[src/core/trace_buffer_consts.svh]
// Offsets, field positions, reset values and counts of the trace buffer.
// Assumes an 8-bit register address and 16-bit register data.
`ifndef TRACE_BUFFER_CONSTS_SVH
`define TRACE_BUFFER_CONSTS_SVH

// Register offsets.
`define FIRST_DEBUG_CONTROL_OFS    8'h00
`define TRACE_CONTROL_REGISTER_OFS 8'h01
`define DEBUG_STATUS_REGISTER_OFS  8'h02
`define TRACE_LINE_COUNT_OFS       8'h03
`define TRACE_WINDOW_HIGH_OFS      8'h04
`define TRACE_WINDOW_LOW_OFS       8'h05

// Field positions.
`define SESSION_ENABLE_BIT 7
`define BREAKPOINT_EN_BIT  0
`define TRACE_SOURCE_BIT   0
`define ALIGN_LSB          1
`define BUFFER_FULL_BIT    7

// Reset values and fixed figures.
`define CTRL_RESET       8'h00
`define COUNT_RESET      7'h00
`define INVALID_WORD     16'h0000
`define MID_TRACE_LINES  6'h20
`define COUNT_FULL_STEP  8'h02
`define COUNT_HALF_STEP  8'h01

`endif

[src/core/trace_buffer_pkg.sv]
// Types shared by the trace buffer and whoever drives it.
// Assumes the constants header sits in the same include path.
`default_nettype none
package trace_buffer_pkg;
	// Trigger alignment codes; the unused code behaves as end alignment.
	typedef enum logic [1:0] {
		ALIGN_END   = 2'b00,
		ALIGN_MID   = 2'b01,
		ALIGN_BEGIN = 2'b10,
		ALIGN_RSVD  = 2'b11
	} align_t;

	// Session states; idle is the disarmed state zero.
	typedef enum logic [1:0] {
		SES_IDLE  = 2'b00,
		SES_ARMED = 2'b01,
		SES_RUN   = 2'b10,
		SES_POST  = 2'b11
	} session_t;

	// One register access from software.
	typedef struct packed {
		logic [7:0]  addr;
		logic [15:0] wdata;
		logic        wr;
		logic        rd;
	} reg_req_t;

	// One store offered by the processor trace source.
	typedef struct packed {
		logic        valid;
		logic        half;
		logic [63:0] data;
	} trace_in_t;
endpackage : trace_buffer_pkg
`default_nettype wire

[src/core/debug_trace_buffer_counter.sv]
// Trace store of the debug unit: circular line RAM, line counter, full
// flag, session control at the final sequencer state and read window.
// Assumes all inputs come from logic on ref_clk; rst is power-on only.
//
// Summary of operation
// - Seven-bit read-only counter tells how many trace half-lines are held.
// - Counter wrap sets the full flag; end and mid alignment keep counting.
// - Writing one to the session enable bit clears the counter.
// - Of the two resets only power-on reset clears the counter; system reset leaves it.
// - Counter bit zero counts a 32-bit half line; two means one line.
// - Full with zero count means 64 lines; begin alignment then disarms.
// - Full with nonzero count means 64 lines, oldest overwritten.
// - Entering final state may trigger the trace buffer per alignment.
// - Trace source cleared disables the buffer; final gives only breakpoint.
// - Disabled trace or finished session clears enable and returns to idle.
// - With tracing, breakpoint is raised when the session finishes.
// - Neither tracing nor breakpoints: final state returns to idle disarmed.
// - Trace store is 64 lines of 64 bits, written circularly.
// - After a whole line is read the read pointer moves to the next line.
// - Every store into the RAM increments the counter.
// - No tracing while background debug mode is active.
// - Window reads while armed give invalid data and keep the pointer.
// - Mid alignment stores 32 more lines after trigger, then disarms.
// - Begin alignment stores only after final, then 64 lines, then disarms.
// - End and mid tracing start once enabled and the first state is entered.
//
// Strobed register access and the register offsets are this design's own decisions.
`include "trace_buffer_consts.svh"
`default_nettype none
module debug_trace_buffer_counter (
	input  wire logic                        ref_clk,
	input  wire logic                        rst,
	input  wire logic                        sys_reset,
	input  wire trace_buffer_pkg::reg_req_t  req,
	output var  logic [15:0]                 rdata,
	input  wire trace_buffer_pkg::trace_in_t trace_in,
	input  wire logic                        enter_first_state,
	input  wire logic                        enter_final_state,
	input  wire logic                        background_debug_mode,
	output var  logic                        trigger_out,
	output var  logic                        breakpoint_req,
	output var  trace_buffer_pkg::session_t  session
);
	import trace_buffer_pkg::*;

	// Storage and state.
	logic [31:0] mem_hi [64];
	logic [31:0] mem_lo [64];
	logic [6:0]  line_count_reg;
	logic [6:0]  line_count_next;
	logic        buffer_full_flag_reg;
	logic        buffer_full_flag_next;
	logic [7:0]  first_debug_control_reg;
	logic [7:0]  trace_control_register_reg;
	session_t    session_reg;
	session_t    session_next;
	logic [5:0]  wptr_reg;
	logic [5:0]  rptr_reg;
	logic [5:0]  rptr_next;
	logic [1:0]  word_idx_reg;
	logic [5:0]  mid_left_reg;
	logic [15:0] rdata_reg;
	logic        trigger_reg;
	logic        breakpoint_reg;

	// Register decode.
	wire logic wr_ctrl1  = req.wr && req.addr == `FIRST_DEBUG_CONTROL_OFS;
	wire logic wr_tcr    = req.wr && req.addr == `TRACE_CONTROL_REGISTER_OFS;
	wire logic arm_write = wr_ctrl1 && req.wdata[`SESSION_ENABLE_BIT];
	wire logic disarm_wr = wr_ctrl1 && !req.wdata[`SESSION_ENABLE_BIT];
	wire logic win_rd    = req.rd && (req.addr == `TRACE_WINDOW_HIGH_OFS
		|| req.addr == `TRACE_WINDOW_LOW_OFS);
	wire logic armed     = session_reg != SES_IDLE;
	wire logic bkpt_en   = first_debug_control_reg[`BREAKPOINT_EN_BIT];
	wire logic trace_src = trace_control_register_reg[`TRACE_SOURCE_BIT];
	wire align_t align   = align_t'(trace_control_register_reg[2:1]);
	wire logic is_begin  = align == ALIGN_BEGIN;
	wire logic is_mid    = align == ALIGN_MID;

	// Storing is allowed only in a live phase and never under debug mode.
	wire logic phase_store = (session_reg == SES_RUN && !is_begin)
		|| session_reg == SES_POST;
	wire logic store = trace_in.valid && phase_store && trace_src
		&& !background_debug_mode;
	// A half store adds one, a full line adds two to the counter.
	wire logic [7:0] step = trace_in.half ? `COUNT_HALF_STEP
		: `COUNT_FULL_STEP;
	wire logic [7:0] count_sum = {1'b0, line_count_reg} + step;
	wire logic wrap = store && count_sum[7];
	// A line is complete on a full store or on the second half.
	wire logic line_done = store
		&& (!trace_in.half || line_count_reg[0]);
	wire logic final_hit = enter_final_state
		&& (session_reg == SES_ARMED || session_reg == SES_RUN);
	wire logic begin_done = session_reg == SES_POST && is_begin
		&& wrap;
	wire logic mid_done = session_reg == SES_POST && is_mid
		&& line_done && mid_left_reg == 6'h01;
	wire logic end_done = final_hit && trace_src && !is_begin
		&& !is_mid;
	wire logic finish = begin_done || mid_done || end_done
		|| (final_hit && !trace_src);
	wire logic [5:0] wptr_inc = wptr_reg + 6'h01;

	// Session sequence; software may disarm at any time.
	always_comb begin
		session_next = session_reg;
		unique case (session_reg)
			SES_IDLE: begin
				if (arm_write)
					session_next = SES_ARMED;
			end
			SES_ARMED: begin
				if (enter_first_state)
					session_next = SES_RUN;
			end
			SES_RUN: begin
				if (final_hit && trace_src && (is_begin || is_mid))
					session_next = SES_POST;
			end
			SES_POST: begin
				session_next = SES_POST;
			end
		endcase
		if (final_hit && session_reg == SES_ARMED && trace_src
			&& (is_begin || is_mid))
			session_next = SES_POST;
		if (finish || disarm_wr)
			session_next = SES_IDLE;
		if (sys_reset)
			session_next = SES_IDLE;
	end

	// Counter and full flag; of the two resets only the power-on reset touches them.
	always_comb begin
		line_count_next = line_count_reg;
		buffer_full_flag_next = buffer_full_flag_reg;
		if (store)
			line_count_next = count_sum[6:0];
		if (wrap)
			buffer_full_flag_next = 1'b1;
		if (arm_write) begin
			line_count_next = `COUNT_RESET;
			buffer_full_flag_next = 1'b0;
		end
	end

	// When a session ends the reader starts at wptr_reg if the buffer has wrapped, else at line zero.
	always_comb begin
		rptr_next = rptr_reg;
		if (session_reg != SES_IDLE && session_next == SES_IDLE)
			rptr_next = (buffer_full_flag_next || wrap) ? wptr_reg : 6'h00;
		else if (win_rd && !armed && word_idx_reg == 2'h3)
			rptr_next = rptr_reg + 6'h01;
	end

	// Window words go high half of line first, then low half.
	wire logic [63:0] rd_line = {mem_hi[rptr_reg], mem_lo[rptr_reg]};
	logic [15:0] win_word;
	always_comb begin
		unique case (word_idx_reg)
			2'h0: win_word = rd_line[63:48];
			2'h1: win_word = rd_line[47:32];
			2'h2: win_word = rd_line[31:16];
			2'h3: win_word = rd_line[15:0];
		endcase
	end

	// Read mux; unmapped offsets read as zero.
	logic [15:0] rd_mux;
	always_comb begin
		rd_mux = 16'h0000;
		if (req.addr == `FIRST_DEBUG_CONTROL_OFS)
			rd_mux = {8'h00, first_debug_control_reg};
		else if (req.addr == `TRACE_CONTROL_REGISTER_OFS)
			rd_mux = {8'h00, trace_control_register_reg};
		else if (req.addr == `DEBUG_STATUS_REGISTER_OFS)
			rd_mux = {8'h00, buffer_full_flag_reg, 5'h00, session_reg};
		else if (req.addr == `TRACE_LINE_COUNT_OFS)
			rd_mux = {9'h000, line_count_reg};
		else if (win_rd)
			rd_mux = armed ? `INVALID_WORD : win_word;
	end

	// Power-on-only state: counter, full flag. System reset spares them.
	always_ff @(posedge ref_clk or posedge rst) begin
		if (rst) begin
			line_count_reg <= `COUNT_RESET;
			buffer_full_flag_reg <= 1'b0;
		end else begin
			line_count_reg <= line_count_next;
			buffer_full_flag_reg <= buffer_full_flag_next;
		end
	end

	// Control registers and session; system reset clears these.
	always_ff @(posedge ref_clk or posedge rst) begin
		if (rst) begin
			first_debug_control_reg <= `CTRL_RESET;
			trace_control_register_reg <= `CTRL_RESET;
			session_reg <= SES_IDLE;
		end else begin
			session_reg <= session_next;
			if (sys_reset) begin
				first_debug_control_reg <= `CTRL_RESET;
				trace_control_register_reg <= `CTRL_RESET;
			end else begin
				if (wr_ctrl1)
					first_debug_control_reg <= req.wdata[7:0];
				else if (finish)
					first_debug_control_reg[`SESSION_ENABLE_BIT] <= 1'b0;
				if (wr_tcr)
					trace_control_register_reg <= req.wdata[7:0];
			end
		end
	end

	// Pointers, mid-trace countdown and the registered outputs.
	always_ff @(posedge ref_clk or posedge rst) begin
		if (rst) begin
			wptr_reg <= 6'h00;
			rptr_reg <= 6'h00;
			word_idx_reg <= 2'h0;
			mid_left_reg <= 6'h00;
			rdata_reg <= 16'h0000;
			trigger_reg <= 1'b0;
			breakpoint_reg <= 1'b0;
		end else begin
			rdata_reg <= req.rd ? rd_mux : 16'h0000;
			trigger_reg <= final_hit && trace_src;
			breakpoint_reg <= finish && bkpt_en;
			rptr_reg <= rptr_next;
			if (arm_write)
				wptr_reg <= 6'h00;
			else if (line_done)
				wptr_reg <= wptr_inc;
			if (arm_write || sys_reset)
				word_idx_reg <= 2'h0;
			else if (win_rd && !armed)
				word_idx_reg <= word_idx_reg + 2'h1;
			if (final_hit && is_mid)
				mid_left_reg <= `MID_TRACE_LINES;
			else if (line_done && session_reg == SES_POST)
				mid_left_reg <= mid_left_reg - 6'h01;
		end
	end

	// Trace RAM: a half store goes to the upper word first.
	always_ff @(posedge ref_clk) begin
		if (store) begin
			if (!trace_in.half) begin
				mem_hi[wptr_reg] <= trace_in.data[63:32];
				mem_lo[wptr_reg] <= trace_in.data[31:0];
			end else if (!line_count_reg[0])
				mem_hi[wptr_reg] <= trace_in.data[31:0];
			else
				mem_lo[wptr_reg] <= trace_in.data[31:0];
		end
	end

	assign rdata = rdata_reg;
	assign trigger_out = trigger_reg;
	assign breakpoint_req = breakpoint_reg;
	assign session = session_reg;

	// Checks beside the logic they guard.
	count_clear_a: assert property (
		@(posedge ref_clk) disable iff (rst)
		arm_write |=> line_count_reg == 7'h00 && !buffer_full_flag_reg)
		else $error("Counter not cleared by arming write.");

	read_no_dec_a: assert property (
		@(posedge ref_clk) disable iff (rst)
		win_rd && !store && !arm_write |=>
		line_count_reg == $past(line_count_reg))
		else $error("Window read changed the counter.");

	store_count_a: assert property (
		@(posedge ref_clk) disable iff (rst)
		store && !trace_in.half && !arm_write |=>
		line_count_reg == 7'($past(line_count_reg) + 7'h02))
		else $error("Full line store did not add two.");

	full_on_wrap_a: assert property (
		@(posedge ref_clk) disable iff (rst)
		wrap && !arm_write |=> buffer_full_flag_reg
		##1 (buffer_full_flag_reg || $past(arm_write)))
		else $error("Counter wrap did not set full flag.");

	armed_read_a: assert property (
		@(posedge ref_clk) disable iff (rst)
		win_rd && armed && session_next != SES_IDLE |=>
		rdata == `INVALID_WORD && $stable(rptr_reg))
		else $error("Armed window read leaked data or moved pointer.");

	ptr_advance_a: assert property (
		@(posedge ref_clk) disable iff (rst)
		win_rd && !armed && word_idx_reg == 2'h3 && session_next == SES_IDLE
		|=> rptr_reg == 6'($past(rptr_reg) + 6'h01) && word_idx_reg == 2'h0)
		else $error("Read pointer did not advance after fourth word.");

	debug_mode_a: assert property (
		@(posedge ref_clk) disable iff (rst)
		background_debug_mode && !arm_write |=> $stable(line_count_reg))
		else $error("Stored trace while in debug mode.");

	no_source_a: assert property (
		@(posedge ref_clk) disable iff (rst)
		final_hit && !trace_src |=> session_reg == SES_IDLE && !trigger_out
		&& breakpoint_req == $past(bkpt_en))
		else $error("Final state without trace source misbehaved.");

	begin_end_a: assert property (
		@(posedge ref_clk) disable iff (rst)
		begin_done && !sys_reset && !arm_write |=> session_reg == SES_IDLE
		&& line_count_reg == 7'h00 && buffer_full_flag_reg)
		else $error("Begin alignment did not end at 64 lines.");

	trig_pulse_a: assert property (
		@(posedge ref_clk) disable iff (rst)
		final_hit && trace_src |=> trigger_out ##1 !trigger_out)
		else $error("Trigger was not a single pulse after final entry.");

	bkpt_late_a: assert property (
		@(posedge ref_clk) disable iff (rst)
		trigger_out && session_reg == SES_POST |-> !breakpoint_req)
		else $error("Breakpoint raised at trigger instead of session end.");

	bkpt_end_a: assert property (
		@(posedge ref_clk) disable iff (rst)
		finish && bkpt_en |=> breakpoint_req)
		else $error("Finished session raised no breakpoint.");

	begin_hold_a: assert property (
		@(posedge ref_clk) disable iff (rst)
		session_reg == SES_RUN && is_begin && !arm_write
		|=> $stable(line_count_reg))
		else $error("Begin alignment stored before the final state.");

	idle_hold_a: assert property (
		@(posedge ref_clk) disable iff (rst)
		session_reg == SES_IDLE && !arm_write |=> $stable(line_count_reg))
		else $error("Disarmed unit went on storing.");

	end_disarm_a: assert property (
		@(posedge ref_clk) disable iff (rst)
		finish && !wr_ctrl1 |=> session_reg == SES_IDLE
		&& !first_debug_control_reg[`SESSION_ENABLE_BIT])
		else $error("Finished session left the unit armed.");

	oldest_first_a: assert property (
		@(posedge ref_clk) disable iff (rst)
		armed && session_next == SES_IDLE && buffer_full_flag_reg
		&& !arm_write |=> rptr_reg == $past(wptr_reg))
		else $error("Full buffer not read from the oldest line.");

	half_step_a: assert property (
		@(posedge ref_clk) disable iff (rst)
		store && trace_in.half && !arm_write |=>
		line_count_reg == 7'($past(line_count_reg) + 7'h01))
		else $error("Half line store did not add one.");
endmodule : debug_trace_buffer_counter
`default_nettype wire

[config.mk]
export PLATFORM = sky130hd
export DESIGN_NAME = debug_trace_buffer_counter
export DESIGN_NICKNAME = d
export VERILOG_FILES = /design/src/core/trace_buffer_pkg.sv /design/src/core/debug_trace_buffer_counter.sv
export VERILOG_INCLUDE_DIRS = /design/src /design/src/core
export SDC_FILE = /design/constraint.sdc
export NUM_CORES = 2
export LEC_CHECK = 0
export BUFFER_PORTS_ARGS = -buffer_cell sky130_fd_sc_hd__buf_2
export CAP_MARGIN = 20
export CORE_AREA = 2 2 581 583
export DETAILED_ROUTE_END_ITERATION = 10
export DIE_AREA = 0 0 583 585
export MAX_ROUTING_LAYER = met4
export PLACE_DENSITY = 0.69
export SLEW_MARGIN = 20
export SYNTH_ARGS = -nofsm -noshare
export SYNTH_HDL_FRONTEND = slang
export SYNTH_SLANG_ARGS = --single-unit
[constraint.sdc]
create_clock -name ref_clk -period 4.5 [get_ports ref_clk]
set_clock_uncertainty 0.2 [all_clocks]
set_input_delay 0.225 -clock ref_clk [delete_from_list [all_inputs] [get_ports ref_clk]]
set_output_delay 0.225 -clock ref_clk [all_outputs]
set_load 0.02 [all_outputs]
==> metrics.yaml, run 1 <==
cts_buffers: 397
synth_ff_type: "edfxtp_1"
ys_seq_area_frac: 0.778
worst-ep-kind: "register input"
ys_top_cells_by_area: "edfxtp_1 (77%), mux4_2 (14%), mux2i_1 (1.2%)"
haltStage: "detailed routing"
cts_root_buffer: "clkbuf_16"
track_usage: 0.284
yosysUniqueCellTypes: 78
synthTopCellsByCount: "edfxtp_1 (4,096), mux4_2 (1,008), nor2_1 (220)"
initial_utilization: 0.478
globalplace.congestion: 0.897
place_hpwl_mm: 279
cts_setup_buffers: 0
place_ws_ps: 93.2
netlist_area_um2: 160000
cts_htree_levels: 5
portBuffers: 109
clockBufferDepth: 4
grt_max_degree: 88
worst_endpoint: "rdata[4]$_DFF_PP0_/D"
synth_top_area_frac: 0.768
die_w_um: 583
grt_pass1_vias: 81800
synthMostInstantiatedCell: "edfxtp_1"
synth_edf_count: 4096
grt_pass1_wl_mm: 652
numClockSinks: 4160
synth-seq-cells: 4160
synthArstFlopShare: 0.0154
pin_count: 118
synth_cells: 7118
synth_area_leader_cell: "edfxtp_1"
avgSynthCellArea_um2: 22.5
die_y_um: 585
status: "did not finish"
syn-num-nets: 7235
error: "[ERROR DRT-0255] Maze Route cannot find path of net ref_clk in worker of routeBox ( 531300 289800 ) ( 583000 338100 )."
rows: 213
grt-ovfl-total: 0
yosysWarningCount: 0
antenna_found_initial: 41
-- stage by stage --
stage | utilization | area (um2) | cells | hold WS [ps]
floorplan | - | 160000 | 7118 | 124
global placement | 0.510 | 171000 | 11800 | -122
detailed placement | 0.510 | 171000 | 11800 | -123
CTS | 0.550 | 184000 | 12600 | 12.1
global route | 0.550 | 184000 | 12600 | 19.6
-- cells by family after synthesis --
logic type      Yosys count  synth area share
mux                    1245             0.157
buf+inv                 433            0.0161
fa+ha+maj                19           0.00153
simple gates            618            0.0184
compound gates          623            0.0280
xor+xnor                 20           0.00109
flops                  4160             0.778
-- what timing repair did --
item	CTS	global route
resized for setup	0	2
endpoints found under the hold margin	1847	0
hold buffers	82	0
setup endpoints to repair	0	2
-- routing by layer --
layer and GRT usage:
met1 0.375, met2 0.421, met4 0.131, met3 0.0680, met5 -
==> run 2, diff against run 1 <==
- CORE_AREA: 2 2 581 583 -> 2 2 700 702
- DIE_AREA: 0 0 583 585 -> 0 0 702 704
- MAX_ROUTING_LAYER: met4 -> default
- PLACE_DENSITY: 0.69 -> default
- PLACE_DENSITY_LB_ADDON: default -> 0.15
- clock period: 4.5 -> 5.9 ns (I/O delays scaled with it)
==> metrics.yaml, run 2 <==
die_y_um: 704
synthMostInstantiatedCell: "edfxtp_1"
max-slew-margin-rel: 0.190
tightestPinTransition_ps: 1200
dr_total_vias: 81100
antenna_found_initial: 47
place_hpwl_mm: 327
hold_viol: 0
seq_power_share: 0.527
yosysWarningCount: 0
fin_crit_sh: 0.895
p_int_mw: 48.4
ir_drop_uv: 267
cts_root_buffer: "clkbuf_16"
critPathSlowestCell: "o21ai_0"
syn-num-nets: 7235
grt_max_degree: 66
rows: 257
numClockSinks: 4160
min_path_type: "in2reg"
pin_count: 118
grt_pass1_vias: 81600
path_cells: "buf_12 > buf_4 > buf_12 > mux4_2 > a22o_1 > a221oi_1 > o22ai_1 > o21ai_0 > buf_4 > a41oi_1"
nFillCells: 43900
p_per_area_nw_per_um2: 329
cts_resized: 0
initial_utilization: 0.329
synth_edf_count: 4096
netlist_area_um2: 160000
timing.fmax_ghz: 0.189
portBuffers: 109
crit_family: "compound AO/OA/AOI/OAI gates"
ys_top_cells_by_area: "edfxtp_1 (77%), mux4_2 (14%), mux2i_1 (1.2%)"
start_kind: "flip-flop"
crit_type: "reg2reg"
viasPerCell: 5.50
final_cell_mix: "edfxtp_1 (4,096), mux4_2 (1,008), clkbuf_16 (454)"
die_w_um: 702
crit_buf_inv: 4
synthTopCellsByCount: "edfxtp_1 (4,096), mux4_2 (1,008), nor2_1 (220)"
maxCapViolCount: 0
first_pass_iters: 5
yosysUniqueCellTypes: 78
cts_tree: "done"
cts_htree_levels: 5
avgSynthCellArea_um2: 22.5
synth_top_area_frac: 0.768
die_area_um2: 494000
clock_power_share: 0.445
synth_ff_type: "edfxtp_1"
holdWs_ps: 34.5
drc_errors: 0
post_route_cells_drive_above_1_share: 0.300
cts_setup_buffers: 0
setup_viol: 0
postRouteWirelength_mm: 528
clkLatencyLatePin_ps: 1010
synthArstFlopShare: 0.0154
wl_per_cell_um: 35.8
track_usage: 0.210
place_ws_ps: 596
drtIter0Drc: 9869
cp.arrival_ps: 5900
globalplace.congestion: 0.818
swShare: 0.214
drtAntennaViolNets: 0
status: "complete, no violations"
grt_setup_unrepaired: "no"
synth-seq-cells: 4160
synth_cells: 7118
slowest_delay_ps: 990
finalCriticalPeriod_ps: 5280
report.final.slew_viol_count: 0
path_clk_slew_ps: 60
synth_area_leader_cell: "edfxtp_1"
area_growth_pct: 17.1
ys_seq_area_frac: 0.778
num-nets-final: 7984
setup-tns-final_ps: 0
cts_buffers: 447
required_ps: 6520
layout_commonest_cell: "edfxtp_1"
netSwitchingPower_mw: 13.2
fin_ws_ps: 622
p_leak_nw: 56.8
cp_max_fo: 25
coreArea_um2: 487000
grt_pass1_wl_mm: 712
grt-ovfl-total: 0
end_kind: "flip-flop"
clockBufferDepth: 4
comb_power_share: 0.028
## run 2: what timing repair did
action                                  CTS  global route
endpoints found under the hold margin  1860           140
setup endpoints to repair                 0             0
hold buffers                             91             6
## run 2: final cells by class
cell class / instances / area [um2] / share of cell area
diodes: 29 / 72.6 / 0.000387
clock buffers: 547 / 11800 / 0.0628
clock inverters: 279 / 2440 / 0.0130
inverters: 29 / 119 / 0.000634
multi-input cells: 2525 / 34100 / 0.182
flip-flops and latches: 4160 / 125000 / 0.665
well taps: 6475 / 8100 / 0.0432
repair buffers: 704 / 6280 / 0.0335
## run 2: power by group through the flow
stage               Clock [mW]  Sequential [mW]  Combinational, mW
finish                    27.4             32.5               1.71
global route              29.0             32.5               1.78
CTS                       28.0             32.5               1.73
detailed placement           0             33.1               1.69
global placement             0             33.1               1.65
floorplan                    0             33.1              0.536
## run 2: cells by family after synthesis
| logic type | count (synthesis) | synth area share |
|---|---|---|
| AO/OA/AOI/OAI | 623 | 0.0280 |
| AND/OR/NAND/NOR | 618 | 0.0184 |
| buffers and inverters | 433 | 0.0161 |
| multiplexers | 1245 | 0.157 |
| XOR/XNOR | 20 | 0.00109 |
| adder cells (fa/ha/maj) | 19 | 0.00153 |
| flip-flops | 4160 | 0.778 |
## run 2: worst register-to-register path: stages, from the launching register on
cell	delay, ps
dfrtp_4	860
buf_12	410
buf_4	230
buf_12	230
mux4_2	580
a22o_1	260
a221oi_1	590
o22ai_1	240
o21ai_0	990
buf_4	280
a41oi_1	220
## run 2: through the flow
step            util  instances  area [um2]  power, mW
2_1_floorplan      -       7118      160000       33.6
3_3_place_gp   0.353      13800      172000       34.7
3_5_place_dp   0.353      13800      172000       34.8
4_1_cts        0.384      14700      187000       62.2
5_1_grt        0.385      14700      187000       63.3
6_report       0.385      14700      188000       61.6
## run 2: path summary, 6_finish.rpt
check                                       end  slack [ps]            startpoint  depth (start not counted)
max reg2reg                            rdata[9]         620           rptr_reg[0]                         10
min                               mem_hi[42][9]          30          trace_in[41]                          2
min in group asynchronous       mid_left_reg[3]         200                   rst                          4
max in group asynchronous           rptr_reg[5]        4060                   rst                          5
min reg2reg                buffer_full_flag_reg         340  buffer_full_flag_reg                          2
max                                    rdata[9]         620           rptr_reg[0]                         10
## run 2: per-layer routing
metal / share of wire / track usage / vias to the layer above
met5: 0.00035 / 0 / -
met4: 0.028 / 0.0540 / 6
met3: 0.063 / 0.0301 / 633
met2: 0.48 / 0.345 / 3064
met1: 0.42 / 0.294 / 45400
li1: - / - / 32000
Power figures use the tool's default switching activity.
